[src/rgbs_map.vh]
// Constants for the gated three-colour serial readout
// Operation
// - Inputs are range, gate and shift clock
// - Gate rising edge starts integration; ignored while a finished result waits for room in the queue
// - Gate falling edge ends integration, keeps results
// - Thirty-six shift pulses, one bit each
// - Red, then green, then blue, twelve each
// - Each colour shifted out LSB first
// - Output changes only on shift rising edge
// - Count pulses while gate high, hold result
// - Twelve-bit counts emitted red, green, blue
// - Range high full array, low centre group
`ifndef RGBS_MAP_VH
`define RGBS_MAP_VH
`define RGBS_CNT_W       12
`define RGBS_CNT_MAX     12'hfff
`define RGBS_CNT_ZERO    12'h000
`define RGBS_BITS_TOTAL  6'h24
`define RGBS_BIT_ZERO    6'h00
`define RGBS_BIT_ONE     6'h01
`define RGBS_GRN_FIRST   6'h0c
`define RGBS_BLU_FIRST   6'h18
`define RGBS_CLR_RED     2'h0
`define RGBS_CLR_GRN     2'h1
`define RGBS_CLR_BLU     2'h2
`define RGBS_CNT_ONE     12'h001
`endif

[src/rgbs_readout.v]
// Gated integration and serial readout of a three-colour light sensor
`timescale 1ns/1ps
`include "rgbs_map.vh"
module rgbs_readout #(
  parameter CNT_W = `RGBS_CNT_W
) (
  // Clock and reset
  input  wire       clk,
  input  wire       rst_b,
  // Controller pins
  input  wire       range_sel,
  input  wire       gate,
  input  wire       shift_clock,
  output wire       dout,
  // Light-to-frequency pulses, full array and centre group
  input  wire [2:0] freq_full,
  input  wire [2:0] freq_centre,
  // Status
  output wire       integrating,
  output wire       result_ready,
  output wire       range_used
);
  localparam ST_IDLE  = 2'h0;
  localparam ST_INTEG = 2'h1;
  localparam ST_SHIFT = 2'h2;

  reg [1:0]       state_reg;
  reg [1:0]       gate_sync_reg;
  reg [1:0]       clk_sync_reg;
  reg [1:0]       range_sync_reg;
  reg [2:0]       full_sync1_reg;
  reg [2:0]       full_sync2_reg;
  reg [2:0]       ctr_sync1_reg;
  reg [2:0]       ctr_sync2_reg;
  reg             gate_d_reg;
  reg             clk_d_reg;
  reg [2:0]       freq_d_reg;
  reg             range_reg;
  reg [CNT_W-1:0] cnt_reg [0:2];
  reg [3*CNT_W-1:0] shift_reg;
  reg [5:0]       bit_cnt_reg;
  reg             dout_reg;
  reg             load_pend_reg;
  wire            gate_rise;
  wire            gate_fall;
  wire            clk_rise;
  wire [2:0]      freq_sel;
  wire [2:0]      freq_edge;
  wire            buf_in_ready;
  wire            buf_out_valid;
  wire [3*CNT_W-1:0] buf_out_data;
  wire            buf_take;
  // Readout sequencing
  wire            buf_load;
  wire            start_integ;
  wire            shift_step;
  wire            last_bit;
  integer         i;

  // Saturating increment
  function [CNT_W-1:0] sat_inc;
    input [CNT_W-1:0] v;
    begin
      if (v == `RGBS_CNT_MAX) begin
        sat_inc = v;
      end else begin
        sat_inc = v + `RGBS_CNT_ONE;
      end
    end
  endfunction

  assign gate_rise = gate_sync_reg[1] & ~gate_d_reg;
  assign gate_fall = ~gate_sync_reg[1] & gate_d_reg;
  assign clk_rise  = clk_sync_reg[1] & ~clk_d_reg;
  assign freq_sel  = range_reg ? full_sync2_reg : ctr_sync2_reg;
  assign freq_edge = freq_sel & ~freq_d_reg;
  // A new gate rise wins over a readout in progress
  assign start_integ = gate_rise && !load_pend_reg &&
                       ((state_reg == ST_IDLE) || (state_reg == ST_SHIFT));
  assign last_bit    = (bit_cnt_reg == `RGBS_BITS_TOTAL - `RGBS_BIT_ONE);
  assign shift_step  = (state_reg == ST_SHIFT) && clk_rise && !gate_rise;
  // The queue head is dropped only once all its bits went out
  assign buf_load    = buf_out_valid && (state_reg == ST_IDLE) && !gate_sync_reg[1];
  assign buf_take    = shift_step && last_bit;

  assign dout         = dout_reg;
  assign integrating  = (state_reg == ST_INTEG);
  assign result_ready = buf_out_valid;
  assign range_used   = range_reg;

  // Result words queue here, so a slow or absent readout loses no measurement
  rgbs_buf2 #(
    .WIDTH (3*CNT_W)
  ) u_buf (
    .clk       (clk),
    .rst_b     (rst_b),
    .in_valid  (load_pend_reg),
    .in_ready  (buf_in_ready),
    .in_data   ({cnt_reg[2], cnt_reg[1], cnt_reg[0]}),
    .out_valid (buf_out_valid),
    .out_ready (buf_take),
    .out_data  (buf_out_data)
  );

  // Pin synchronisers
  always @(posedge clk) begin
    if (!rst_b) begin
      gate_sync_reg  <= 2'h0;
      clk_sync_reg   <= 2'h0;
      range_sync_reg <= 2'h0;
      full_sync1_reg <= 3'h0;
      full_sync2_reg <= 3'h0;
      ctr_sync1_reg  <= 3'h0;
      ctr_sync2_reg  <= 3'h0;
      gate_d_reg     <= 1'b0;
      clk_d_reg      <= 1'b0;
      freq_d_reg     <= 3'h0;
    end else begin
      gate_sync_reg  <= {gate_sync_reg[0], gate};
      clk_sync_reg   <= {clk_sync_reg[0], shift_clock};
      range_sync_reg <= {range_sync_reg[0], range_sel};
      full_sync1_reg <= freq_full;
      full_sync2_reg <= full_sync1_reg;
      ctr_sync1_reg  <= freq_centre;
      ctr_sync2_reg  <= ctr_sync1_reg;
      gate_d_reg     <= gate_sync_reg[1];
      clk_d_reg      <= clk_sync_reg[1];
      freq_d_reg     <= freq_sel;
    end
  end

  // Integration and readout state
  always @(posedge clk) begin
    if (!rst_b) begin
      state_reg <= ST_IDLE;
    end else if (start_integ) begin
      state_reg <= ST_INTEG;
    end else begin
      case (state_reg)
        ST_IDLE: begin
          if (buf_load) begin
            state_reg <= ST_SHIFT;
          end
        end
        ST_INTEG: begin
          if (gate_fall) begin
            state_reg <= ST_IDLE;
          end
        end
        ST_SHIFT: begin
          // An abandoned readout keeps its word queued for a later read
          if (gate_rise) begin
            state_reg <= ST_IDLE;
          end else if (buf_take) begin
            state_reg <= ST_IDLE;
          end
        end
        default: begin
          state_reg <= ST_IDLE;
        end
      endcase
    end
  end

  // Sensitivity is taken once per measurement, at the gate rise
  always @(posedge clk) begin
    if (!rst_b) begin
      range_reg <= 1'b0;
    end else if (start_integ) begin
      range_reg <= range_sync_reg[1];
    end
  end

  // Colour counters; counting stops with the gate, so results hold
  always @(posedge clk) begin
    if (!rst_b) begin
      for (i = 0; i < 3; i = i + 1) begin
        cnt_reg[i] <= `RGBS_CNT_ZERO;
      end
    end else if (start_integ) begin
      for (i = 0; i < 3; i = i + 1) begin
        cnt_reg[i] <= `RGBS_CNT_ZERO;
      end
    end else if (state_reg == ST_INTEG) begin
      for (i = 0; i < 3; i = i + 1) begin
        if (freq_edge[i]) begin
          cnt_reg[i] <= sat_inc(cnt_reg[i]);
        end
      end
    end
  end

  // Finished measurement waiting for room in the queue
  // Setting wins over clearing, so a result is never lost
  always @(posedge clk) begin
    if (!rst_b) begin
      load_pend_reg <= 1'b0;
    end else if ((state_reg == ST_INTEG) && gate_fall) begin
      load_pend_reg <= 1'b1;
    end else if (load_pend_reg && buf_in_ready) begin
      load_pend_reg <= 1'b0;
    end
  end

  // Serial shifter: loads the queue head, moves one bit per link clock rise
  always @(posedge clk) begin
    if (!rst_b) begin
      shift_reg   <= {3*CNT_W{1'b0}};
      bit_cnt_reg <= `RGBS_BIT_ZERO;
      dout_reg    <= 1'b0;
    end else if (buf_load) begin
      shift_reg   <= buf_out_data;
      bit_cnt_reg <= `RGBS_BIT_ZERO;
    end else if (shift_step) begin
      // LSB of red first, then green, then blue
      dout_reg    <= shift_reg[0];
      shift_reg   <= {1'b0, shift_reg[3*CNT_W-1:1]};
      bit_cnt_reg <= bit_cnt_reg + `RGBS_BIT_ONE;
    end
  end
endmodule

[src/rgbs_buf2.v]
// Two-entry valid/ready buffer
`timescale 1ns/1ps
module rgbs_buf2 #(
  parameter WIDTH = 36
) (
  // Clock and reset
  input  wire             clk,
  input  wire             rst_b,
  // Filling side
  input  wire             in_valid,
  output wire             in_ready,
  input  wire [WIDTH-1:0] in_data,
  // Draining side
  output wire             out_valid,
  input  wire             out_ready,
  output wire [WIDTH-1:0] out_data
);
  reg [WIDTH-1:0] mem_reg [0:1];
  reg             wr_ptr_reg;
  reg             rd_ptr_reg;
  reg [1:0]       count_reg;
  wire            push;
  wire            pop;

  assign in_ready  = (count_reg != 2'h2);
  assign out_valid = (count_reg != 2'h0);
  assign out_data  = mem_reg[rd_ptr_reg];
  assign push      = in_valid & in_ready;
  assign pop       = out_valid & out_ready;

  always @(posedge clk) begin
    if (!rst_b) begin
      wr_ptr_reg <= 1'b0;
      rd_ptr_reg <= 1'b0;
      count_reg  <= 2'h0;
      mem_reg[0] <= {WIDTH{1'b0}};
      mem_reg[1] <= {WIDTH{1'b0}};
    end else begin
      if (push) begin
        mem_reg[wr_ptr_reg] <= in_data;
        wr_ptr_reg          <= ~wr_ptr_reg;
      end
      if (pop) begin
        rd_ptr_reg <= ~rd_ptr_reg;
      end
      if (push && !pop) begin
        count_reg <= count_reg + 2'h1;
      end else if (pop && !push) begin
        count_reg <= count_reg - 2'h1;
      end
    end
  end
endmodule

[config.mk]
export PLATFORM = sky130hd
export DESIGN_NAME = rgbs_readout
export DESIGN_NICKNAME = d
export VERILOG_FILES = /design/src/rgbs_readout.v /design/src/rgbs_buf2.v
export VERILOG_INCLUDE_DIRS = /design/src
export SDC_FILE = /design/constraint.sdc
export NUM_CORES = 1
export LEC_CHECK = 0
export BUFFER_PORTS_ARGS = -buffer_cell sky130_fd_sc_hd__buf_2
export CELL_PAD_IN_SITES_DETAIL_PLACEMENT = 1
export CELL_PAD_IN_SITES_GLOBAL_PLACEMENT = 1
export CORE_AREA = 2 2 129 131
export DETAILED_ROUTE_END_ITERATION = 12
export DIE_AREA = 0 0 131 133
export PLACE_DENSITY_LB_ADDON = 0.2
export SLEW_MARGIN = 30
export SYNTH_ARGS = -nofsm -noshare
export SYNTH_HDL_FRONTEND = slang
export SYNTH_SLANG_ARGS = --single-unit
[constraint.sdc]
create_clock -name clk -period 5.5 [get_ports clk]
set_clock_uncertainty 0.15 [all_clocks]
set_input_delay 1.1 -clock clk [delete_from_list [all_inputs] [get_ports clk]]
set_output_delay 1.1 -clock clk [all_outputs]
set_load 0.005 [all_outputs]
# After elaboration in Yosys (flattened, before gate mapping)
# Memory sizes are Yosys's and may differ from the RTL's. A register that Yosys moved wholly into a read port is not among the register bits.
# Cells that the tools add are included.
word_totals:
  reg_bits: 74
  mem_count: 2
  mem_bits_rw: 108
  output_inout_bits: 4
  latchBits: 0
  elab_cells: 150
  rom_bits: 0
op_classes:
  n_div: 0
  magnitude_cmp: 0
  shift: 0
  mul: 0
  bitwise: 20
  mux: 61
  n_reduce_logical: 28
  n_eq_ne: 13
  addsub: 6
memory_table:
  columns: ["name", "depth", "word_bits", "read_ports", "rd_ports_with_merged_regs", "wr", "line", "rtl"]
  rows:
  - ["u_buf.mem_reg", 2, 36, 1, 1, 2, "rgbs_buf2.v:18", "reg [WIDTH-1:0] mem_reg [0:1];"]
  - ["cnt_reg", 3, 12, 3, 0, 3, "rgbs_readout.v:39", "reg [CNT_W-1:0] cnt_reg [0:2];"]
op_table:
  columns: ["op", "count"]
  rows:
  - ["12-bit two-way mux", 21]
  - ["36-bit two-way mux", 3]
  - ["12-bit by 1-bit adder with 12-bit output, second input constant", 3]
  - ["12-bit == test, second input constant", 3]
  - ["36-bit OR reduction", 1]
  - ["1-bit two-way mux", 29]
  - ["2-bit two-way mux", 6]
  - ["1-bit logical AND", 11]
  - ["2-bit nonzero test", 4]
  - ["1-bit inverter", 7]
  - ["6-bit by 1-bit adder with 6-bit output, second input constant", 1]
  - ["6-bit == test, second input constant", 1]
  - ["1-bit bitwise OR", 6]
  - ["2-bit case mux with 3 select lines", 1]
  - ["3-bit AND reduction", 2]
  - ["1-bit bitwise AND", 5]
  - ["1-bit logical NOT", 5]
  - ["2-bit inequality test, second input constant", 2]
  - ["4-bit by 3-bit inequality test with 1-bit output, second input constant", 1]
  - ["2-bit OR reduction", 2]
  - ["3-bit bitwise AND", 1]
  - ["3-bit two-way mux", 1]
  - ["3-bit by 1-bit inequality test with 1-bit output, second input constant", 1]
  - ["3-bit by 2-bit inequality test with 1-bit output, second input constant", 1]
  - ["10 further kinds", 10]

# Longest topological paths before layout
# Gate-level depths: netlist (run 1).
logic_depth:
  ltp_word: 9
  mapped_depth: 8

# Modules after synthesis
# Synthesis (run 1) repeated with hierarchy kept, for this count alone.
hier_totals:
  hier_cells: 705
  hier_area_um2: 8152.8
by_module_without_submodules:
  columns: ["module", "n_inst", "area_per_inst_um2", "cells_per_inst", "seq_area_each_um2"]
  rows:
  - ["rgbs_readout", 1, 4825.9, 448, 2482.4]
  - ["rgbs_buf2", 1, 3326.9, 257, 2262.2]

# Least setup slack after synthesis (run 1)
# Ideal clock, no wire load.
synth_path:
  path_type: "reg2reg"
  startpoint: "reg u_buf.count_reg[0]"
  endpoint: "mem u_buf.mem_reg[0][0] (enable)"
  arrival_time_ps: 3282
  n_path_buf: 1
  setup_slack_ps: 1589
  setup_ps: 479
  path_stages_with_launch: 5
  path_cell_list: "dfxtp_1 nand2b_1 nand2_1 buf_2 o21ai_0"
synth_rtl:
  columns: ["item", "line", "rtl"]
  rows:
  - ["start: declaration", "rgbs_buf2.v:21", "reg [1:0] count_reg;"]
  - ["start signal: assignment", "rgbs_buf2.v:47", "count_reg <= count_reg + 2'h1;"]
  - ["start signal: assignment", "rgbs_buf2.v:49", "count_reg <= count_reg - 2'h1;"]
  - ["end: declaration", "rgbs_buf2.v:18", null]

==> results.txt, run 1 <==
----------------------------------------------------
[GRT]
  Number of antenna violations at the first check in global routing ... 0
  Largest net degree at the start of global routing ... 72
  GRT Total Usage ... a little over a fifth
  Via count of the first global-routing pass ... roughly 5400
  First-pass GRT wire length ... 28900 um
  Overall overflow remaining after global route ... 0

[Cells and area]
  Max reg flops ... 72
  Layout overhead on the synthesized area ... 10.5%
  Fraction of final layout cells sized beyond drive strength 1 ... between 10 and 15%
  Fin nets ... ~700
  Count of placed standard cells in the final layout, fillers left out ... between 900 and 1000
  Diodes inserted ... 0

[Drt]
  Remaining design rule violation count ... 0
  Total Routed Length ... ~17000 um
  Detailed router's first-iteration violation count ... ~330
  Average via count per standard cell ... 5.56
  Wirelength per Cell ... between 15 and 20 um
  Count of antenna-violating nets left after detailed routing ... 0
  Detailed-routing iteration count for the pre-antenna-repair pass ... 4
  Total via count after detailed routing ... roughly 5000

[CTS]
  Clock latency of the later-clocked register in the worst-skew pair ... 0.43 ns
  Number of hold buffers added after cts ... 0
  Clock tree from TritonCTS ... done
  Total setup buffers inserted after CTS ... 0
  Number of instances resized during post-cts repair ... 0
  Inserted Clock Buffers ... 17
  Cell at the root of the clock tree ... sky130_fd_sc_hd__clkbuf_16
  Number of levels in the clock H-tree ... 4
  Buffers from clock root to sink, at most ... 2
  Worst-path clk slew ... roughly 0.07 ns
  CTS sink count ... between 150 and 200

[Logic synthesis]
  Synth Area in Simple Gates ... 20.5%
  Count of flip-flops with a built-in enable after synthesis ... between 100 and 150
  Largest family of logic cells by synthesized area ... simple AND/OR/NAND/NOR gates
  Syn nets ... 684
  Fraction of synthesized area in multiplexers ... under 10%
  Fraction of the yosys area taken by sequential cells ... approximately three fifths
  Count of mapped cells out of synthesis ... between 600 and 700
  Synthesized-area fraction occupied by ao, oa, aoi and oai cells ... roughly 7.3%
  Total of flip-flops plus latches after synthesis ... between 150 and 200
  Average cell area after synthesis ... roughly 12 um2
  Share of synthesized cell area in full adder, half adder and majority cells ... 0.781%
  Proportion of register bits with asynchronous set or reset after synthesis ... 0%
  Xor/xnor cell area share of the yosys netlist ... under 10%
  Count of warnings emitted by yosys ... 0
  Synthesized cell area ... 8010 um2
  Unique masters post-synth ... 38
  Synth Flop Type ... sky130_fd_sc_hd__edfxtp_1

[Setup path]
  Largest fanout on the critical path ... 37
  Required @ worst endpoint ... approximately 5.7 ns
  Crit path cell chain ... buf_2 > clkinv_1 > buf_4 > or4b_1 > and3_2 > buf_4 > and2b_2
  Cell seen most often among critical-path stages ... sky130_fd_sc_hd__buf_4
  Nature of the critical path startpoint ... input pin
  Data arrival, critical path ... ~3.4 ns
  Critical Path Slowest Stage Cell ... sky130_fd_sc_hd__or4b_1
  Worst Path Class, Setup ... in -> reg
  Setup crit end kind ... register
  Worst stage delay on the critical path ... between 0.6 and 0.7 ns

[STA]
  WHS ... between 0.2 and 0.3 ns
  Actual slew at the worst max-slew pin ... 0.870 ns
  Final Hold Vio Count ... 0
  Post-route setup TNS ... 0 ns
  Fin crit share ... between 50 and 60%
  Shortest clock period the worst path allows after layout ... ~3.3 ns
  Achievable clock frequency ... around 0.31 GHz
  RSZ-0062 raised after global routing ... false
  Slew headroom ... 42.0%
  Setup-violating endpoint count in the final report ... 0
  Slew Limit Fails ... 0

[Die]
  Die Area ... 17400 um2
  Chip width ... approximately 130 um
  # IOs ... 15
  Placeable core region ... 16200 um2
  Starting utilization of the core area ... 49.5%
  Die height ... ~130 um
  Site Rows ... 47

[Placed design]
  Placed cells ... a little under 900
  Number of port buffers ... 14
  Placer Congestion ... 0.783
  DPL Wire Length ... 10800 um

[Pwr]
  Ratio of total power to cell area ... about 320 nW/um2
  Leakage power figure ... about 2.9 nW
  IR drop worst, VDD ... approximately 0.21 mV

[Outcome]
  Result of the run ... completed

[Min path]
  Worst min path class ... reg -> reg

[Flow run]
  Max-capacitance violation count ... 0

----------------------------------------------------
==> cell families (layout without fill, tap and decap cells) <==
kind of cell,Yosys count,in the layout
AOI/OAI and AO/OA,89,89
buffers and inverters,52,71
xor gates and xnor gates,36,36
and+or+nand+nor,263,263
muxes,40,40
adders and majority gates,5,5
DFF,183,183
==> synthesized netlist by cell type, drive strengths merged (14+ instances only) <==
| cell type | n | area (um2) |
|---|---|---|
| a2bb2oi | 35 | 307 |
| nand2 | 18 | 67.6 |
| and2 | 84 | 526 |
| xnor2 | 25 | 219 |
| buf | 14 | 118 |
| nand3 | 50 | 250 |
| edfxtp | 108 | 3240 |
| dfxtp | 75 | 1500 |
| clkbuf | 26 | 97.6 |
| mux2i | 39 | 390 |
| a21oi | 44 | 220 |
| nor2 | 53 | 409 |
==> critical path: cells and delay by family <==
kind                   cells  cell delay, ns
and+or+nand+nor            3            1.17
buffers and inverters      4            1.12
==> routing by layer <==
layer | routed length [um] | global-route usage [%]
met2 | 8310 | 33.4
met4 | 269 | 7.68
met5 | 0 | 0
met3 | 582 | 3.76
met1 | 7980 | 30.9
==> area by class of cell <==
type / count / area [um2]
tap: 220 / 275
sequential: 183 / 4750
fill: 1667 / 7320
inverter: 12 / 45.0
multi-input combinational: 433 / 3020
clock buffer: 20 / 479
clock inverter: 12 / 115
timing repair buffer: 27 / 168
==> worst paths after layout <==
kind	from	to	slack [ns]	depth (start not counted)
setup / recovery	rst_b	cnt_reg[0][25]	2.23	7
hold / removal	ctr_sync1_reg[2]	ctr_sync2_reg[2]	0.29	1
setup reg to reg	state_reg[0]	u_buf.count_reg[1]	2.58	8
hold reg to reg	ctr_sync1_reg[2]	ctr_sync2_reg[2]	0.29	1
==> report_power, final <==
group / switching (W) / internal (W) / leakage [nW]
clock network: 0.000532 / 0.000683 / 0.292
logic: 0.0000614 / 0.0000332 / 0.901
registers: 0.0000342 / 0.00149 / 1.73
total: 0.000627 / 0.00220 / 2.92
==> metrics by stage <==
step                util [%]  cell area [um2]  setup WS, ns  power, W
floorplan                  -             8010          1.59   0.00161
global placement        51.0             8250          1.90   0.00164
detailed placement      51.0             8250          1.83   0.00165
CTS                     54.7             8850          2.23   0.00286
global route            54.7             8850          2.08   0.00293
finish                  54.7             8850          2.23   0.00283
==> cells in the final DEF, fill, tap and decap left out, types with 3 or more instances in the layout <==
| master | count |
|---|---|
| sky130_fd_sc_hd__or3_1 | 4 |
| sky130_fd_sc_hd__nor3_1 | 11 |
| sky130_fd_sc_hd__mux2i_1 | 39 |
| sky130_fd_sc_hd__edfxtp_1 | 108 |
| sky130_fd_sc_hd__or4b_1 | 3 |
| sky130_fd_sc_hd__xor2_1 | 11 |
| sky130_fd_sc_hd__nand2b_1 | 4 |
| sky130_fd_sc_hd__nor2_1 | 23 |
| sky130_fd_sc_hd__clkbuf_16 | 19 |
| sky130_fd_sc_hd__buf_2 | 14 |
| sky130_fd_sc_hd__and3_1 | 4 |
| sky130_fd_sc_hd__inv_1 | 11 |
| sky130_fd_sc_hd__nand2_1 | 17 |
| sky130_fd_sc_hd__dfxtp_1 | 74 |
| sky130_fd_sc_hd__nor4b_1 | 3 |
| sky130_fd_sc_hd__a2bb2oi_1 | 35 |
| sky130_fd_sc_hd__nor2_2 | 3 |
| sky130_fd_sc_hd__ha_1 | 5 |
| sky130_fd_sc_hd__o21ai_0 | 7 |
| sky130_fd_sc_hd__buf_4 | 13 |
| sky130_fd_sc_hd__xnor2_1 | 25 |
| sky130_fd_sc_hd__nand3_1 | 50 |
| sky130_fd_sc_hd__and2b_2 | 3 |
| sky130_fd_sc_hd__nand4_1 | 8 |
| sky130_fd_sc_hd__and2_1 | 84 |
| sky130_fd_sc_hd__a21oi_1 | 44 |
| sky130_fd_sc_hd__nor2_4 | 27 |
| sky130_fd_sc_hd__nor4_1 | 11 |
| sky130_fd_sc_hd__clkinv_4 | 5 |
No activity file was read; power rests on OpenSTA's default activity.
==> run 2: changes to the inputs <==
==> constraint.sdc (replaced) <==
create_clock -name clk -period 3.2 [get_ports clk]
set_clock_uncertainty 0.15 [all_clocks]
set_input_delay 0.64 -clock clk [delete_from_list [all_inputs] [get_ports clk]]
set_output_delay 0.64 -clock clk [all_outputs]
set_load 0.005 [all_outputs]
==> run 2 against run 1 <==
- critical path depth decreased by 2
- core utilization increased by 0.59 points
- register-to-register slack got worse by 1.9 ns
- hold slack got worse by 0.025 ns
- setup slack got worse by 1.5 ns
- count of clock-buffer cells in the layout up 3
- combinational power rose by 75%
- via count fell by 1.9%
- flip-flop and latch count unchanged
- non-clock buffer count is 3 higher
- first-iteration DRC count fell by 31%
- die area unchanged
- highest routed layer unchanged
==> results.txt, run 2 (synthesized netlist as in run 1, its figures left out) <==
----------------------------------------------------
[Outcome]
  Result of the run ... completed

[Pwr]
  Total net switching power ... 0.00107 W (+71%)
  Combinational Power Share ... 3.4% (about the same)
  Portion of total power attributed to sequential cells ... 52.7% (-1.1 points)
  Switching share of total power ... 21.7% (-0.49 points)
  IR drop worst, VDD ... 0.413 mV (+96%)
  Leakage power figure ... 2.98 nW (+2.0%)
  Share of power burned in the clock network ... 43.9% (+1.0 points)
  P_int ... 0.00388 W (+76%)
  Ratio of total power to cell area ... 554 nW/um2 (+73%)

[STA]
  Slew Limit Fails ... 0 (unchanged)
  Slew headroom ... 55.1% (+13 points)
  Post-route setup TNS ... 0 ns (unchanged)
  Shortest clock period the worst path allows after layout ... 2.48 ns
  Fin crit share ... 77.6%
  Final Hold Vio Count ... 0 (unchanged)
  Achievable clock frequency ... a little over 0.4 GHz
  Setup-violating endpoint count in the final report ... 0 (unchanged)
  Actual slew at the worst max-slew pin ... 0.673 ns (-0.197 ns)
  RSZ-0062 raised after global routing ... false

[Drt]
  Remaining design rule violation count ... 0 (unchanged)
  Average via count per standard cell ... 5.43 (-2.3%)
  Detailed router's first-iteration violation count ... 229 (-31%)
  Count of antenna-violating nets left after detailed routing ... 0 (unchanged)
  Detailed-routing iteration count for the pre-antenna-repair pass ... 4 (unchanged)
  Total via count after detailed routing ... 4941 (-1.9%)
  Wirelength per Cell ... 18.0 um (-4.5%)
  Total Routed Length ... 16400 um (-4.2%)

[Placed design]
  Number of port buffers ... 14 (unchanged)
  Placed inst area ... 8310 um2 (+0.70%)
  DPL Wire Length ... 10300 um (-3.9%)
  Placer Congestion ... 0.776 (-0.78%)
  Placed cells ... 878 (+0.34%)

[Setup path]
  Crit path cell chain ... mux2i_1 > or4b_1 > and3_2 > buf_12 > and2b_2
  Critical Path Slowest Stage Cell ... sky130_fd_sc_hd__and3_2
  Data arrival, critical path ... 2.52 ns (-0.91 ns)
  Worst Path Class, Setup ... reg -> reg
  Setup crit end kind ... register
  Nature of the critical path startpoint ... register
  Largest fanout on the critical path ... 25 (-32%)
  Required @ worst endpoint ... 3.24 ns (-2.41 ns)
  Worst stage delay on the critical path ... 0.60 ns (-0.02 ns)

[Cells and area]
  Most common library cell in the layout ignoring fill and taps ... sky130_fd_sc_hd__edfxtp_1
  Register Area ... 4750 um2 (about the same)
  Diodes inserted ... 0 (unchanged)
  Fraction of final layout cells sized beyond drive strength 1 ... 15.1% (+0.52 points)
  Fin nets ... 693 (+0.43%)
  Max reg flops ... 72 (unchanged)
  Layout overhead on the synthesized area ... 11.7%
  Post-layout instance area ... 8940 um2 (+1.1%)
  Top library cells by usage in the layout, fill and taps aside ... sky130_fd_sc_hd__edfxtp_1 (108), sky130_fd_sc_hd__and2_1 (84), sky130_fd_sc_hd__dfxtp_1 (74), sky130_fd_sc_hd__nand3_1 (50), sky130_fd_sc_hd__a21oi_1 (44)
  Combined area of the multi-input logic cells ... 3020 um2 (unchanged)
  Fillcell total ... 1707 (+2.4%)
  Count of placed standard cells in the final layout, fillers left out ... 910 (+0.33%)

[GRT]
  Largest net degree at the start of global routing ... 56 (-22%)
  Overall overflow remaining after global route ... 0 (unchanged)
  GRT Total Usage ... 20.4% (-1.3 points)
  First-pass GRT wire length ... 27300 um (-5.4%)
  Via count of the first global-routing pass ... 5365 (-0.33%)
  Number of antenna violations at the first check in global routing ... 0 (unchanged)

[Die]
  Die Area ... 17400 um2 (unchanged)
  Chip width ... 131 um (unchanged)
  Placeable core region ... 16200 um2 (unchanged)
  Site Rows ... 47 (unchanged)
  # IOs ... 15 (unchanged)
  Die height ... 133 um (unchanged)
  Starting utilization of the core area ... 49.5% (unchanged)

[CTS]
  Worst-path clk slew ... 0.07 ns (about the same)
  CTS sink count ... 183 (unchanged)
  Clock latency of the later-clocked register in the worst-skew pair ... 0.43 ns (about the same)
  Cell at the root of the clock tree ... sky130_fd_sc_hd__clkbuf_16
  Number of hold buffers added after cts ... 0 (unchanged)
  Inserted Clock Buffers ... 17 (unchanged)
  Number of levels in the clock H-tree ... 4 (unchanged)
  Total setup buffers inserted after CTS ... 0 (unchanged)
  Buffers from clock root to sink, at most ... 2 (unchanged)
  Clock tree from TritonCTS ... done
  Number of instances resized during post-cts repair ... 0 (unchanged)

[Min path]
  Worst min path class ... in -> reg

[Flow run]
  Max-capacitance violation count ... 0 (unchanged)

----------------------------------------------------
==> run 2: cell types whose count changed in the layout (fill, tap and decap cells not counted), sizes merged <==
cell      before  now
inv           14   17
buf           27   30
clkbuf        20   23
bufinv         1    0
clkinvlp       1    0
clkinv         8    4
==> run 2: critical path: cells and delay by family, from the launching register on <==
| family | cells | cell delay [ns] |
|---|---|---|
| buf+inv | 1 | 0.32 |
| flops | 1 | 0.44 |
| mux | 1 | 0.27 |
| simple gates | 3 | 1.03 |
==> run 2: final timing paths <==
path              startpoint               end  slack (ns)  cells after the start
max reg2reg       range_used    cnt_reg[0][13]        0.72                      5
max               range_used    cnt_reg[0][13]        0.72                      5
min reg2reg  clk_sync_reg[0]   clk_sync_reg[1]        0.29                      1
min           freq_centre[0]  ctr_sync1_reg[0]        0.26                      2
==> run 2: power groups by stage <==
stage / Sequential (W) / Combinational [W] / Clock [W]
final: 0.00261 / 0.000166 / 0.00217
after global routing: 0.00262 / 0.000183 / 0.00230
after CTS: 0.00261 / 0.000169 / 0.00220
after detailed placement: 0.00266 / 0.000167 / 0
after global placement: 0.00266 / 0.000162 / 0
after floorplan: 0.00264 / 0.000118 / 0
==> run 2: routing by layer <==
| metal | GRT usage (%) | vias up | part of all wire, % |
|---|---|---|---|
| met5 | 0 | - | 0 |
| met4 | 5.56 | 0 | 1.2 |
| met3 | 4.69 | 17 | 3.3 |
| met2 | 34.1 | 48 | 49 |
| met1 | 26.6 | 2472 | 46 |
| li1 | - | 2404 | - |
==> run 2: layout make-up <==
class / instances / share of cell area [%]
clock inverter: 9 / 0.756
tap: 220 / 3.08
multi-input combinational: 433 / 33.7
inverter: 12 / 0.504
timing repair buffer: 30 / 2.55
clock buffer: 23 / 6.31
sequential: 183 / 53.1
==> run 2: metrics by stage <==
step	total power [W]	setup slack, ns	hold WS (ns)	util [%]
3_5_place_dp	0.00283	0.469	0.271	51.4
5_1_grt	0.00511	0.588	0.246	55.3
2_1_floorplan	0.00276	0.266	0.262	-
3_3_place_gp	0.00282	0.510	0.265	51.4
6_report	0.00495	0.717	0.262	55.3
4_1_cts	0.00498	0.697	0.247	55.3
